==> config.mk <==
export PLATFORM = sky130hd
export DESIGN_NAME = hcsf_status_flags
export DESIGN_NICKNAME = d
export VERILOG_FILES = /design/src/hcsf_pkg.sv /design/src/hcsf_status_flags.sv
export SDC_FILE = /design/constraint.sdc
export NUM_CORES = 1
export LEC_CHECK = 0
export BUFFER_PORTS_ARGS = -buffer_cell sky130_fd_sc_hd__buf_4
export CAP_MARGIN = 20
export CORE_AREA = 4 4 41 43
export DETAILED_ROUTE_END_ITERATION = 10
export DIE_AREA = 0 0 45 47
export PLACE_DENSITY_LB_ADDON = 0.3
export SLEW_MARGIN = 20
export SYNTH_ARGS = -nofsm -noshare
export SYNTH_HDL_FRONTEND = slang
export SYNTH_SLANG_ARGS = --single-unit
==> constraint.sdc <==
create_clock -name clk -period 1.02 [get_ports clk]
set_input_delay 0.102 -clock clk [delete_from_list [all_inputs] [get_ports clk]]
set_output_delay 0.102 -clock clk [all_outputs]
set_load 0.005 [all_outputs]
==> src/hcsf_pkg.sv <==
// ************************************************************
// Status register layout and reset values
// ************************************************************
package hcsf_pkg;

    // Register width
    localparam int unsigned STATUS_W = 8;

    // Field positions inside the channel status byte
    localparam int unsigned OUT_FULL_BIT = 0;
    localparam int unsigned IN_FULL_BIT  = 1;
    localparam int unsigned USER_LO_BIT  = 2;
    localparam int unsigned CD_BIT       = 3;
    localparam int unsigned USER_HI_LSB  = 4;
    localparam int unsigned USER_HI_W    = 4;

    // Values after reset
    localparam logic [7:0] STATUS_RST  = 8'h00;
    localparam logic [3:0] USER_HI_RST = 4'h0;
    localparam logic       FLAG_RST    = 1'b0;

endpackage

==> src/hcsf_status_flags.sv <==
`timescale 1ns/1ps

// How it works
// RL1: Each host write to the input data register copies host address bit 2 into the command/data flag at bit 3.
// RL2: The command/data flag reads 0 when the last input byte was data.
// RL3: The command/data flag reads 1 when the last input byte was a command.
// RL4: The command/data flag cannot be written by either side and resets to 0.
// RL5: A completed host write to the input data register sets the input-full flag at bit 1.
// RL6: The input-full flag is offered to the local processor as an interrupt request.
// RL7: A local read of the input data register clears the input-full flag.
// RL8: The input-full flag cannot be written by either side and resets to 0.
// RL9: With the fast gate function active, the input-full flag follows that function's own set and clear events.
// RL10: A local write of the output data register sets the output-full flag at bit 0.
// RL11: A host read of the output data register clears the output-full flag.
// RL12: A local write of 0 to the output-full bit also clears it.
// RL13: The output-full flag resets to 0, the local side can only clear it and the host can only read it.
// RL14: Bits 7 to 4 are user bits, reset to 0, read and written locally, read-only to the host.
// RL15: Bit 2 is a user bit, reset to 0, read and written locally, read-only to the host.
// RL16: The whole status byte is all zeros after reset.
// RL17: When a set and a clear of one flag meet in the same cycle, the set wins.
module hcsf_status_flags
    import hcsf_pkg::*;
(
    input  wire logic                clk,
    input  wire logic                arst_n,
    input  wire logic                host_in_wr,
    input  wire logic                host_addr_bit2,
    input  wire logic                host_out_rd,
    input  wire logic                slave_in_rd,
    input  wire logic                slave_out_wr,
    input  wire logic                slave_status_wr,
    input  wire logic [STATUS_W-1:0] slave_wr_data,
    input  wire logic                fast_gate_active,
    input  wire logic                fast_gate_full_set,
    input  wire logic                fast_gate_full_clr,
    output logic      [STATUS_W-1:0] host_channel_one_status,
    output logic                     input_full_irq
);

    // ************************************************************
    // Flag storage
    // ************************************************************

    logic                 cmd_data_flag_r;
    logic                 input_full_flag_r;
    logic                 output_full_flag_r;
    logic                 user_bit_two_r;
    logic [USER_HI_W-1:0] user_hi_r;

    // ************************************************************
    // Event decode
    // ************************************************************

    logic in_full_set;
    logic in_full_clr;
    logic out_full_set;
    logic out_full_clr;

    // Fast gate mode swaps in its own set and clear sources
    assign in_full_set = fast_gate_active ? fast_gate_full_set : host_in_wr;   // RL9
    assign in_full_clr = fast_gate_active ? fast_gate_full_clr : slave_in_rd;  // RL9

    // Writing 1 to the output-full bit does nothing; only 0 clears
    assign out_full_set = slave_out_wr;
    assign out_full_clr = host_out_rd
                        | (slave_status_wr & ~slave_wr_data[OUT_FULL_BIT]);

    // ************************************************************
    // Command/data flag
    // ************************************************************

    // Captured on every host input write, never by a status write
    always_ff @(posedge clk or negedge arst_n)
    begin
        if (!arst_n)
        begin
            cmd_data_flag_r <= FLAG_RST;                 // RL4
        end
        else if (host_in_wr)
        begin
            cmd_data_flag_r <= host_addr_bit2;           // RL1 RL2 RL3
        end
    end

    // ************************************************************
    // Input-full flag
    // ************************************************************

    // Set is tested first so a set event never loses to a clear in the same cycle
    always_ff @(posedge clk or negedge arst_n)
    begin
        if (!arst_n)
        begin
            input_full_flag_r <= FLAG_RST;               // RL8
        end
        else if (in_full_set)
        begin
            input_full_flag_r <= 1'b1;                   // RL5 RL17
        end
        else if (in_full_clr)
        begin
            input_full_flag_r <= 1'b0;                   // RL7
        end
    end

    // ************************************************************
    // Output-full flag
    // ************************************************************

    // Set wins over host read and over a local clearing write
    always_ff @(posedge clk or negedge arst_n)
    begin
        if (!arst_n)
        begin
            output_full_flag_r <= FLAG_RST;              // RL13
        end
        else if (out_full_set)
        begin
            output_full_flag_r <= 1'b1;                  // RL10 RL17
        end
        else if (out_full_clr)
        begin
            output_full_flag_r <= 1'b0;                  // RL11 RL12
        end
    end

    // ************************************************************
    // User bits
    // ************************************************************

    // Host has no write path here, so these are read-only to it
    always_ff @(posedge clk or negedge arst_n)
    begin
        if (!arst_n)
        begin
            user_hi_r      <= USER_HI_RST;               // RL14
            user_bit_two_r <= FLAG_RST;                  // RL15
        end
        else if (slave_status_wr)
        begin
            user_hi_r      <= slave_wr_data[USER_HI_LSB +: USER_HI_W]; // RL14
            user_bit_two_r <= slave_wr_data[USER_LO_BIT];              // RL15
        end
    end

    // ************************************************************
    // Outputs
    // ************************************************************

    // Every bit is a flop, so host and local reads see the same byte
    assign host_channel_one_status = {user_hi_r,
                                      cmd_data_flag_r,
                                      user_bit_two_r,
                                      input_full_flag_r,
                                      output_full_flag_r};   // RL16

    // Interrupt request is the input-full flop itself
    assign input_full_irq = input_full_flag_r;           // RL6

    // ************************************************************
    // Checks
    // ************************************************************

    property p_cd_capture;
        @(posedge clk) disable iff (!arst_n)
        host_in_wr |=> host_channel_one_status[CD_BIT] == $past(host_addr_bit2);
    endproperty
    a_cd_capture: assert property (p_cd_capture) // RL1
        else $error("command/data flag did not take address bit 2");

    property p_cd_data;
        @(posedge clk) disable iff (!arst_n)
        (host_in_wr && !host_addr_bit2) ##1 !host_in_wr[*2]
            |-> !host_channel_one_status[CD_BIT];
    endproperty
    a_cd_data: assert property (p_cd_data) // RL2
        else $error("command/data flag not 0 after data write");

    property p_cd_cmd;
        @(posedge clk) disable iff (!arst_n)
        host_in_wr && host_addr_bit2 |=> host_channel_one_status[CD_BIT];
    endproperty
    a_cd_cmd: assert property (p_cd_cmd) // RL3
        else $error("command/data flag not 1 after command write");

    property p_cd_hold;
        @(posedge clk) disable iff (!arst_n)
        !host_in_wr |=> $stable(host_channel_one_status[CD_BIT]);
    endproperty
    a_cd_hold: assert property (p_cd_hold) // RL4
        else $error("command/data flag changed without a host write");

    property p_in_full_set;
        @(posedge clk) disable iff (!arst_n)
        in_full_set |=> host_channel_one_status[IN_FULL_BIT] && input_full_irq;
    endproperty
    a_in_full_set: assert property (p_in_full_set) // RL5
        else $error("input-full flag not set");

    property p_irq_follow;
        @(posedge clk) disable iff (!arst_n)
        input_full_irq == host_channel_one_status[IN_FULL_BIT];
    endproperty
    a_irq_follow: assert property (p_irq_follow) // RL6
        else $error("interrupt request differs from input-full flag");

    property p_in_full_clr;
        @(posedge clk) disable iff (!arst_n)
        !fast_gate_active && slave_in_rd && !host_in_wr
            |=> !host_channel_one_status[IN_FULL_BIT];
    endproperty
    a_in_full_clr: assert property (p_in_full_clr) // RL7
        else $error("input-full flag not cleared by local read");

    property p_in_full_hold;
        @(posedge clk) disable iff (!arst_n)
        !in_full_set && !in_full_clr |=> $stable(host_channel_one_status[IN_FULL_BIT]);
    endproperty
    a_in_full_hold: assert property (p_in_full_hold) // RL8
        else $error("input-full flag changed without an event");

    property p_in_full_no_wr;
        @(posedge clk) disable iff (!arst_n)
        slave_status_wr && !in_full_set && !in_full_clr
            |=> $stable(host_channel_one_status[IN_FULL_BIT]);
    endproperty
    a_in_full_no_wr: assert property (p_in_full_no_wr) // RL8
        else $error("status write changed input-full flag");

    property p_fast_gate;
        @(posedge clk) disable iff (!arst_n)
        fast_gate_active && host_in_wr && !fast_gate_full_set
            && !host_channel_one_status[IN_FULL_BIT]
            |=> !host_channel_one_status[IN_FULL_BIT];
    endproperty
    a_fast_gate: assert property (p_fast_gate) // RL9
        else $error("ordinary set used while fast gate active");

    property p_in_full_fast_clr;
        @(posedge clk) disable iff (!arst_n)
        fast_gate_active && fast_gate_full_clr && !fast_gate_full_set
            |=> !host_channel_one_status[IN_FULL_BIT];
    endproperty
    a_in_full_fast_clr: assert property (p_in_full_fast_clr) // RL9
        else $error("fast gate clear did not empty input-full flag");

    property p_out_full_set;
        @(posedge clk) disable iff (!arst_n)
        slave_out_wr |=> host_channel_one_status[OUT_FULL_BIT];
    endproperty
    a_out_full_set: assert property (p_out_full_set) // RL10
        else $error("output-full flag not set by local write");

    property p_out_full_host_clr;
        @(posedge clk) disable iff (!arst_n)
        host_out_rd && !slave_out_wr |=> !host_channel_one_status[OUT_FULL_BIT];
    endproperty
    a_out_full_host_clr: assert property (p_out_full_host_clr) // RL11
        else $error("output-full flag not cleared by host read");

    property p_out_full_zero_wr;
        @(posedge clk) disable iff (!arst_n)
        slave_status_wr && !slave_wr_data[OUT_FULL_BIT] && !slave_out_wr
            |=> !host_channel_one_status[OUT_FULL_BIT];
    endproperty
    a_out_full_zero_wr: assert property (p_out_full_zero_wr) // RL12
        else $error("output-full flag not cleared by writing 0");

    property p_out_full_one_wr;
        @(posedge clk) disable iff (!arst_n)
        !slave_out_wr && !host_channel_one_status[OUT_FULL_BIT]
            |=> !host_channel_one_status[OUT_FULL_BIT];
    endproperty
    a_out_full_one_wr: assert property (p_out_full_one_wr) // RL13
        else $error("output-full flag set by other than output write");

    property p_user_hi;
        @(posedge clk) disable iff (!arst_n)
        slave_status_wr |=> host_channel_one_status[USER_HI_LSB +: USER_HI_W]
            == $past(slave_wr_data[USER_HI_LSB +: USER_HI_W]);
    endproperty
    a_user_hi: assert property (p_user_hi) // RL14
        else $error("user bits 7 to 4 not written");

    property p_user_lo;
        @(posedge clk) disable iff (!arst_n)
        !slave_status_wr |=> $stable(host_channel_one_status[USER_LO_BIT])
            && $stable(host_channel_one_status[USER_HI_LSB +: USER_HI_W]);
    endproperty
    a_user_lo: assert property (p_user_lo) // RL15
        else $error("user bits changed without a local write");

    property p_reset_zero;
        @(posedge clk)
        !arst_n |-> host_channel_one_status == STATUS_RST;
    endproperty
    a_reset_zero: assert property (p_reset_zero) // RL16
        else $error("status byte not zero in reset");

    property p_set_wins;
        @(posedge clk) disable iff (!arst_n)
        in_full_set && in_full_clr |=> host_channel_one_status[IN_FULL_BIT];
    endproperty
    a_set_wins: assert property (p_set_wins) // RL17
        else $error("clear beat set on input-full flag");

    property p_out_full_set_wins;
        @(posedge clk) disable iff (!arst_n)
        out_full_set && out_full_clr |=> host_channel_one_status[OUT_FULL_BIT];
    endproperty
    a_out_full_set_wins: assert property (p_out_full_set_wins) // RL17
        else $error("clear beat set on output-full flag");

endmodule

== Word-level counts from Yosys, hierarchy flattened ==
Index checks and enable logic that the tools add are counted.

* Muxes and demuxes: 6
* Bitwise logic cells: 3
* Reductions and logical operators: 2

{| class="wikitable"
|+ Operators by type and width
! kind !! count
|-
| 2-to-1 mux 1 bit || 6
|-
| nonzero test 2 bit || 2
|-
| bitwise AND 1 bit || 1
|-
| NOT 1 bit || 1
|-
| OR 1 bit || 1
|}

* Input bits: 19
* Logic and storage cells: 16
* Register bits: 8

== Longest topological paths before layout ==
Gate-level depths: netlist of the first run.

* Depth after elaboration: 5
* Mapped depth: 2
* Depth with buffers taken out: 2

== Worst setup path after synthesis of the first run ==
OpenSTA, ideal clock, no wires.

* Path kind: register to register
* Start point: register user_hi_r[0] (netlist name)
* End point: register user_hi_r[0]
* Required time: 0.895 ns
* Path buffers: 0
* Cell stages (with the launch flop): 2
* Setup slack: 0.283 ns
* Arrival time: 0.612 ns
* Setup time: 0.125 ns
* Cell sequence: dfrtp_1 > mux2_2

{| class="wikitable"
|+ RTL lines
! element !! RTL line !! source
|-
| to (signal assigned) || hcsf_status_flags.sv:141 || <nowiki>user_hi_r <= slave_wr_data[USER_HI_LSB +: USER_HI_W];</nowiki>
|-
| to (decl) || hcsf_status_flags.sv:48 || <nowiki>logic [USER_HI_W-1:0] user_hi_r;</nowiki>
|}

== Final worst setup path of the first run ==
* Start point: register input_full_flag_r, in the netlist input_full_irq
* End point: output host_channel_one_status[1]

{| class="wikitable"
|+ RTL lines
! element !! RTL line !! source
|-
| from (decl) || hcsf_status_flags.sv:45 || <nowiki>logic input_full_flag_r;</nowiki>
|-
| from (signal assigned) || hcsf_status_flags.sv:94 || <nowiki>input_full_flag_r <= FLAG_RST;</nowiki>
|-
| from (signal assigned) || hcsf_status_flags.sv:98 || <nowiki>input_full_flag_r <= 1'b1;</nowiki>
|-
| from (signal assigned) || hcsf_status_flags.sv:102 || <nowiki>input_full_flag_r <= 1'b0;</nowiki>
|-
| to (decl) || hcsf_status_flags.sv:36 || <nowiki>output logic [STATUS_W-1:0] host_channel_one_status,</nowiki>
|}

No word-level cell between the ends.

==> impl_metrics.toml, run 1 <==
[outcome]
status = "finished, final reports clean"

[place]
dp_slack_ps = 280
place_hpwl_um = 596
gp_congestion = 0.609
port_buffers = 25

[timing]
tns_ps = 0
hold_viol_final = 0
tightestPinTransition_ps = 152
worst_hold_slack_ps = 50.8
final.setup_skew_ps = 0
post-route-min-period_ps = 896
fmax_mhz = 1120
drv_slew = 0
fin_ws_ps = 124
max-slew-margin-rel_pct = 89.9
rsz0062_at_grt = "no"
post-route-period-util_pct = 87.9
finalSetupViolCount = 0

[yosys]
ys_ff_latch = 8
synthXorXnorAreaFrac_pct = 0
synth_cells = 26
synth-seq-area-share_pct = 58.0
synthAdderAreaFrac_pct = 0
synth_compound_area_share_pct = 5.07
synthSimpleGateAreaFrac_pct = 6.52
synth_area_per_cell_um2 = 13.3
synth_mux_area_share_pct = 19.6
synth.distinct_cells = 8
synth_top_family_by_area = "multiplexers"
syn-num-nets = 45
syn_area_um2 = 345
ys.warnings.count = 0

[clock_tree]
cts_buffers = 3
cts.path.max_buffers = 2
hold_buffers = 1
cts_resized = 0
htreeDepth = 1
post-cts-setup-buffer-count = 0
root_buffer = "clkbuf_4"
insertion_delay_ps = 240
cts_sinks = 8
cts.clk_slew.worst_paths_ps = 50
cts_tree = "done"

[detailed_routing]
wl_per_cell_um = 11.0
viasPerCell = 4.14
detailroute.via_count = 273
dr.pass1.iters = 2
ant_nets = 0
wl_um = 726
drc = 0
drt_iter0_drc = 1

[setup_path]
arrival_ps = 790
critPathBufInv = 1
slowest_delay_ps = 400
worstSetupEndpointType = "primary output"
crit_family = "flip-flops"
crit_fanout = 4
path_class = "register to primary output"
cp_cell_sequence = "buf_4"
crit_path_start_kind = "register"
required_ps = 920
slowest_stage = "dfrtp_1"

[grt]
grt_max_degree = 9
grt_pass1_vias = 261
grt_antenna_before_repair = 0
grt_overflow_total = 0
grt_pass1_wl_um = 1130
grtUsageTotal_pct = 7.82

[final_layout]
drive_gt1_share_pct = 66.7
fin_nets = 72
synthToLayoutAreaGrowth_pct = 60.5
num_antenna_cells = 0
mostFrequentLayoutCells = "25 x buf_4, 8 x dfrtp_1, 6 x mux2_2"
regArea_um2 = 200
fillers = 132
final_util_pct = 42.6
multi_input_area_um2 = 108
final_common_cell = "buf_4"

[job]
maxCapViolCount = 0

[floorplan]
die_h_um = 47
die_w_um = 45
start_util_pct = 26.5
io_pins = 28
die_area_um2 = 2120
rows = 13
core_um2 = 1300

[power_and_ir_drop]
peakVddDrop_mv = 0.805
pwr_density_cell_nw_per_um2 = 1350
total_power_w = 0.000747
power_leakage_nw = 0.277

[min_path]
hp-class = "input port to register"
Yosys cell counts, drive strengths merged:
cell type	n	area (um2)
buf	4	30.0
nor2	1	3.75
inv	2	7.51
a32oi	1	8.76
nand2b	3	18.8
mux2	6	67.6
dfrtp	8	200
a31o	1	8.76
area by class of cell:
class                      count  area share, %
tap                           15           3.39
multi-input combinational     12           19.4
timing repair buffer          26           35.7
sequential                     8           36.1
inverter                       2           1.35
clock buffer                   3           4.06
layer usage:
layer | vias up | routed length [um] | share of wire (%) | GRT usage [%]
li1 | 134 | - | - | -
met1 | 122 | 282 | 39 | 8.20
met2 | 17 | 331 | 46 | 11.9
met3 | 0 | 112 | 15 | 5.75
met4 | 0 | 0 | 0 | 3.51
met5 | - | 0 | 0 | 0
flip-flops by register name, summed over array words and instances, names as in the netlist:
name / cells
output_full_flag_r: 1
user_bit_two_r: 1
input_full_irq: 1
user_hi_r: 4
cmd_data_flag_r: 1
final timing paths:
| path | from | cells after the start | end | slack [ps] |
|---|---|---|---|---|
| max in group asynchronous | arst_n | 2 | user_hi_r[1]$_DFFE_PN0P_ | 680 |
| worst min-delay path | slave_out_wr | 2 | output_full_flag_r$_DFFE_PN0P_ | 50 |
| worst max-delay path | input_full_irq$_DFFE_PN0P_ | 1 | host_channel_one_status[1] | 120 |
| worst max register to register | user_hi_r[2]$_DFFE_PN0P_ | 1 | user_hi_r[2]$_DFFE_PN0P_ | 280 |
| min in group asynchronous | arst_n | 2 | cmd_data_flag_r$_DFFE_PN0P_ | 210 |
| worst min register to register | user_bit_two_r$_DFFE_PN0P_ | 1 | user_bit_two_r$_DFFE_PN0P_ | 500 |
power by group:
part           switching [W]  leakage [nW]  total (W)  internal (W)
Combinational      0.0000451         0.171   0.000154      0.000109
Sequential         0.0000161        0.0918   0.000364      0.000348
Clock              0.0000952        0.0138   0.000229      0.000134
per-stage QoR:
stage	instances	cell area [um2]
3_3_place_gp	62	522
6_report	66	554
3_5_place_dp	62	522
2_1_floorplan	26	345
5_1_grt	66	554
4_1_cts	66	554
logic make-up (layout without fill, tap and decap cells):
group	count (synthesis)	count (layout)
buf+inv	6	31
mux	6	6
simple gates	4	4
compound gates	2	2
flops	8	8
No activity file was read; power rests on OpenSTA's default activity.
==> run 2, diff against run 1 <==
- PLACE_DENSITY: not set -> 0.58
- PLACE_DENSITY_LB_ADDON: 0.3 -> not set
==> run 2 against run 1 <==
Clock skew is the same. Core utilization is the same. Non-clock buffer count is the same. Register-to-register slack is essentially flat.
==> impl_metrics.toml, run 2 (synthesized netlist as in run 1, its figures left out) <==
[detailed_routing]
drc = 0
wl_um = 781
wl_per_cell_um = 11.8
dr.pass1.iters = 2
viasPerCell = 4.36
detailroute.via_count = 288
ant_nets = 0
drt_iter0_drc = 1

[final_layout]
fin_nets = 72
mostFrequentLayoutCells = "25 x buf_4, 8 x dfrtp_1, 6 x mux2_2"
num_antenna_cells = 0
final_common_cell = "buf_4"
finalNonFillerCells = 66
largest_reg_flops = 4
synthToLayoutAreaGrowth_pct = 60.5
drive_gt1_share_pct = 66.7
largest_register = "user_hi_r"

[power_and_ir_drop]
power_leakage_nw = 0.277
pwr_density_cell_nw_per_um2 = 1370
total_power_w = 0.000761
peakVddDrop_mv = 0.563

[timing]
max-slew-margin-rel_pct = 89.8
post-route-min-period_ps = 899
post-route-period-util_pct = 88.2
finalSetupViolCount = 0
rsz0062_at_grt = "no"
tightestPinTransition_ps = 152
drv_slew = 0
hold_viol_final = 0
tns_ps = 0
final.setup_skew_ps = 0
fmax_mhz = 1110

[setup_path]
slowest_delay_ps = 400
crit_fanout = 4
required_ps = 920
slowest_stage = "dfrtp_1"
crit_path_start_kind = "register"
path_class = "register to primary output"
arrival_ps = 800
cp_cell_sequence = "buf_4"
worstSetupEndpointType = "primary output"
critPathBufInv = 1
crit_family = "flip-flops"

[grt]
grt_pass1_vias = 323
grt_overflow_total = 0
grt_pass1_wl_um = 1270
grt_antenna_before_repair = 0
grtUsageTotal_pct = 9.18
grt_max_degree = 9

[place]
gp_congestion = 0.572
place_inst = 62
port_buffers = 25
place_hpwl_um = 616

[clock_tree]
cts.path.max_buffers = 2
post-cts-setup-buffer-count = 0
insertion_delay_ps = 250
cts_resized = 0
cts_tree = "done"
cts_buffers = 3
root_buffer = "clkbuf_4"
cts.clk_slew.worst_paths_ps = 60
htreeDepth = 1
cts_sinks = 8

[floorplan]
die_w_um = 45
core_um2 = 1300
start_util_pct = 26.5
rows = 13
die_area_um2 = 2120
io_pins = 28
die_h_um = 47

[min_path]
hp-class = "input port to register"

[outcome]
status = "finished, final reports clean"

[job]
maxCapViolCount = 0
[run 2: final timing paths]
| kind | start | endpoint | slack, ps | cells past startpoint |
|---|---|---|---|---|
| setup reg to reg | user_hi_r[0]$_DFFE_PN0P_ | user_hi_r[0]$_DFFE_PN0P_ | 270 | 1 |
| max in group asynchronous | arst_n | user_bit_two_r$_DFFE_PN0P_ | 690 | 2 |
| setup / recovery | input_full_irq$_DFFE_PN0P_ | host_channel_one_status[1] | 120 | 1 |
| hold / removal | slave_out_wr | output_full_flag_r$_DFFE_PN0P_ | 30 | 2 |
| min in group asynchronous | arst_n | output_full_flag_r$_DFFE_PN0P_ | 200 | 2 |
| hold reg to reg | output_full_flag_r$_DFFE_PN0P_ | output_full_flag_r$_DFFE_PN0P_ | 500 | 1 |
[run 2: timing repair]
action | 4_1_cts | 5_1_grt
hold endpoints to repair | 8 | 0
hold buffers | 1 | 0
endpoints found under the setup margin | 0 | 0
[run 2: power breakdown]
group | switching (W) | leakage [nW] | total (W) | internal [W]
logic | 0.0000455 | 0.171 | 0.000154 | 0.000109
clock network | 0.000108 | 0.0138 | 0.000242 | 0.000135
registers | 0.0000168 | 0.0918 | 0.000365 | 0.000348
total | 0.000170 | 0.277 | 0.000761 | 0.000592
[run 2: cell type report]
cell class                 count  area (um2)
inverter                       2        7.51
fill                         139         747
timing repair buffer          26         198
sequential                     8         200
multi-input combinational     12         108
clock buffer                   3        22.5
tap                           15        18.8
[run 2: per-layer routing]
layer	track usage (%)	vias to the layer above	wire length (um)
li1	-	135	-
met1	9.13	126	310
met2	12.4	25	285
met3	6.51	2	168
met4	8.77	0	17
met5	0	-	0
[run 2: metrics by stage]
stage | cell area (um2) | util, % | setup WS, ps | hold slack, ps
final | 554 | 42.6 | 121 | 32.2
after global routing | 554 | 42.6 | 84.5 | 30.1
after CTS | 554 | 42.6 | 101 | 24.3
after detailed placement | 522 | 40.1 | 278 | -75.9
after global placement | 522 | 40.1 | 281 | -75.6
after floorplan | 345 | - | 283 | -194
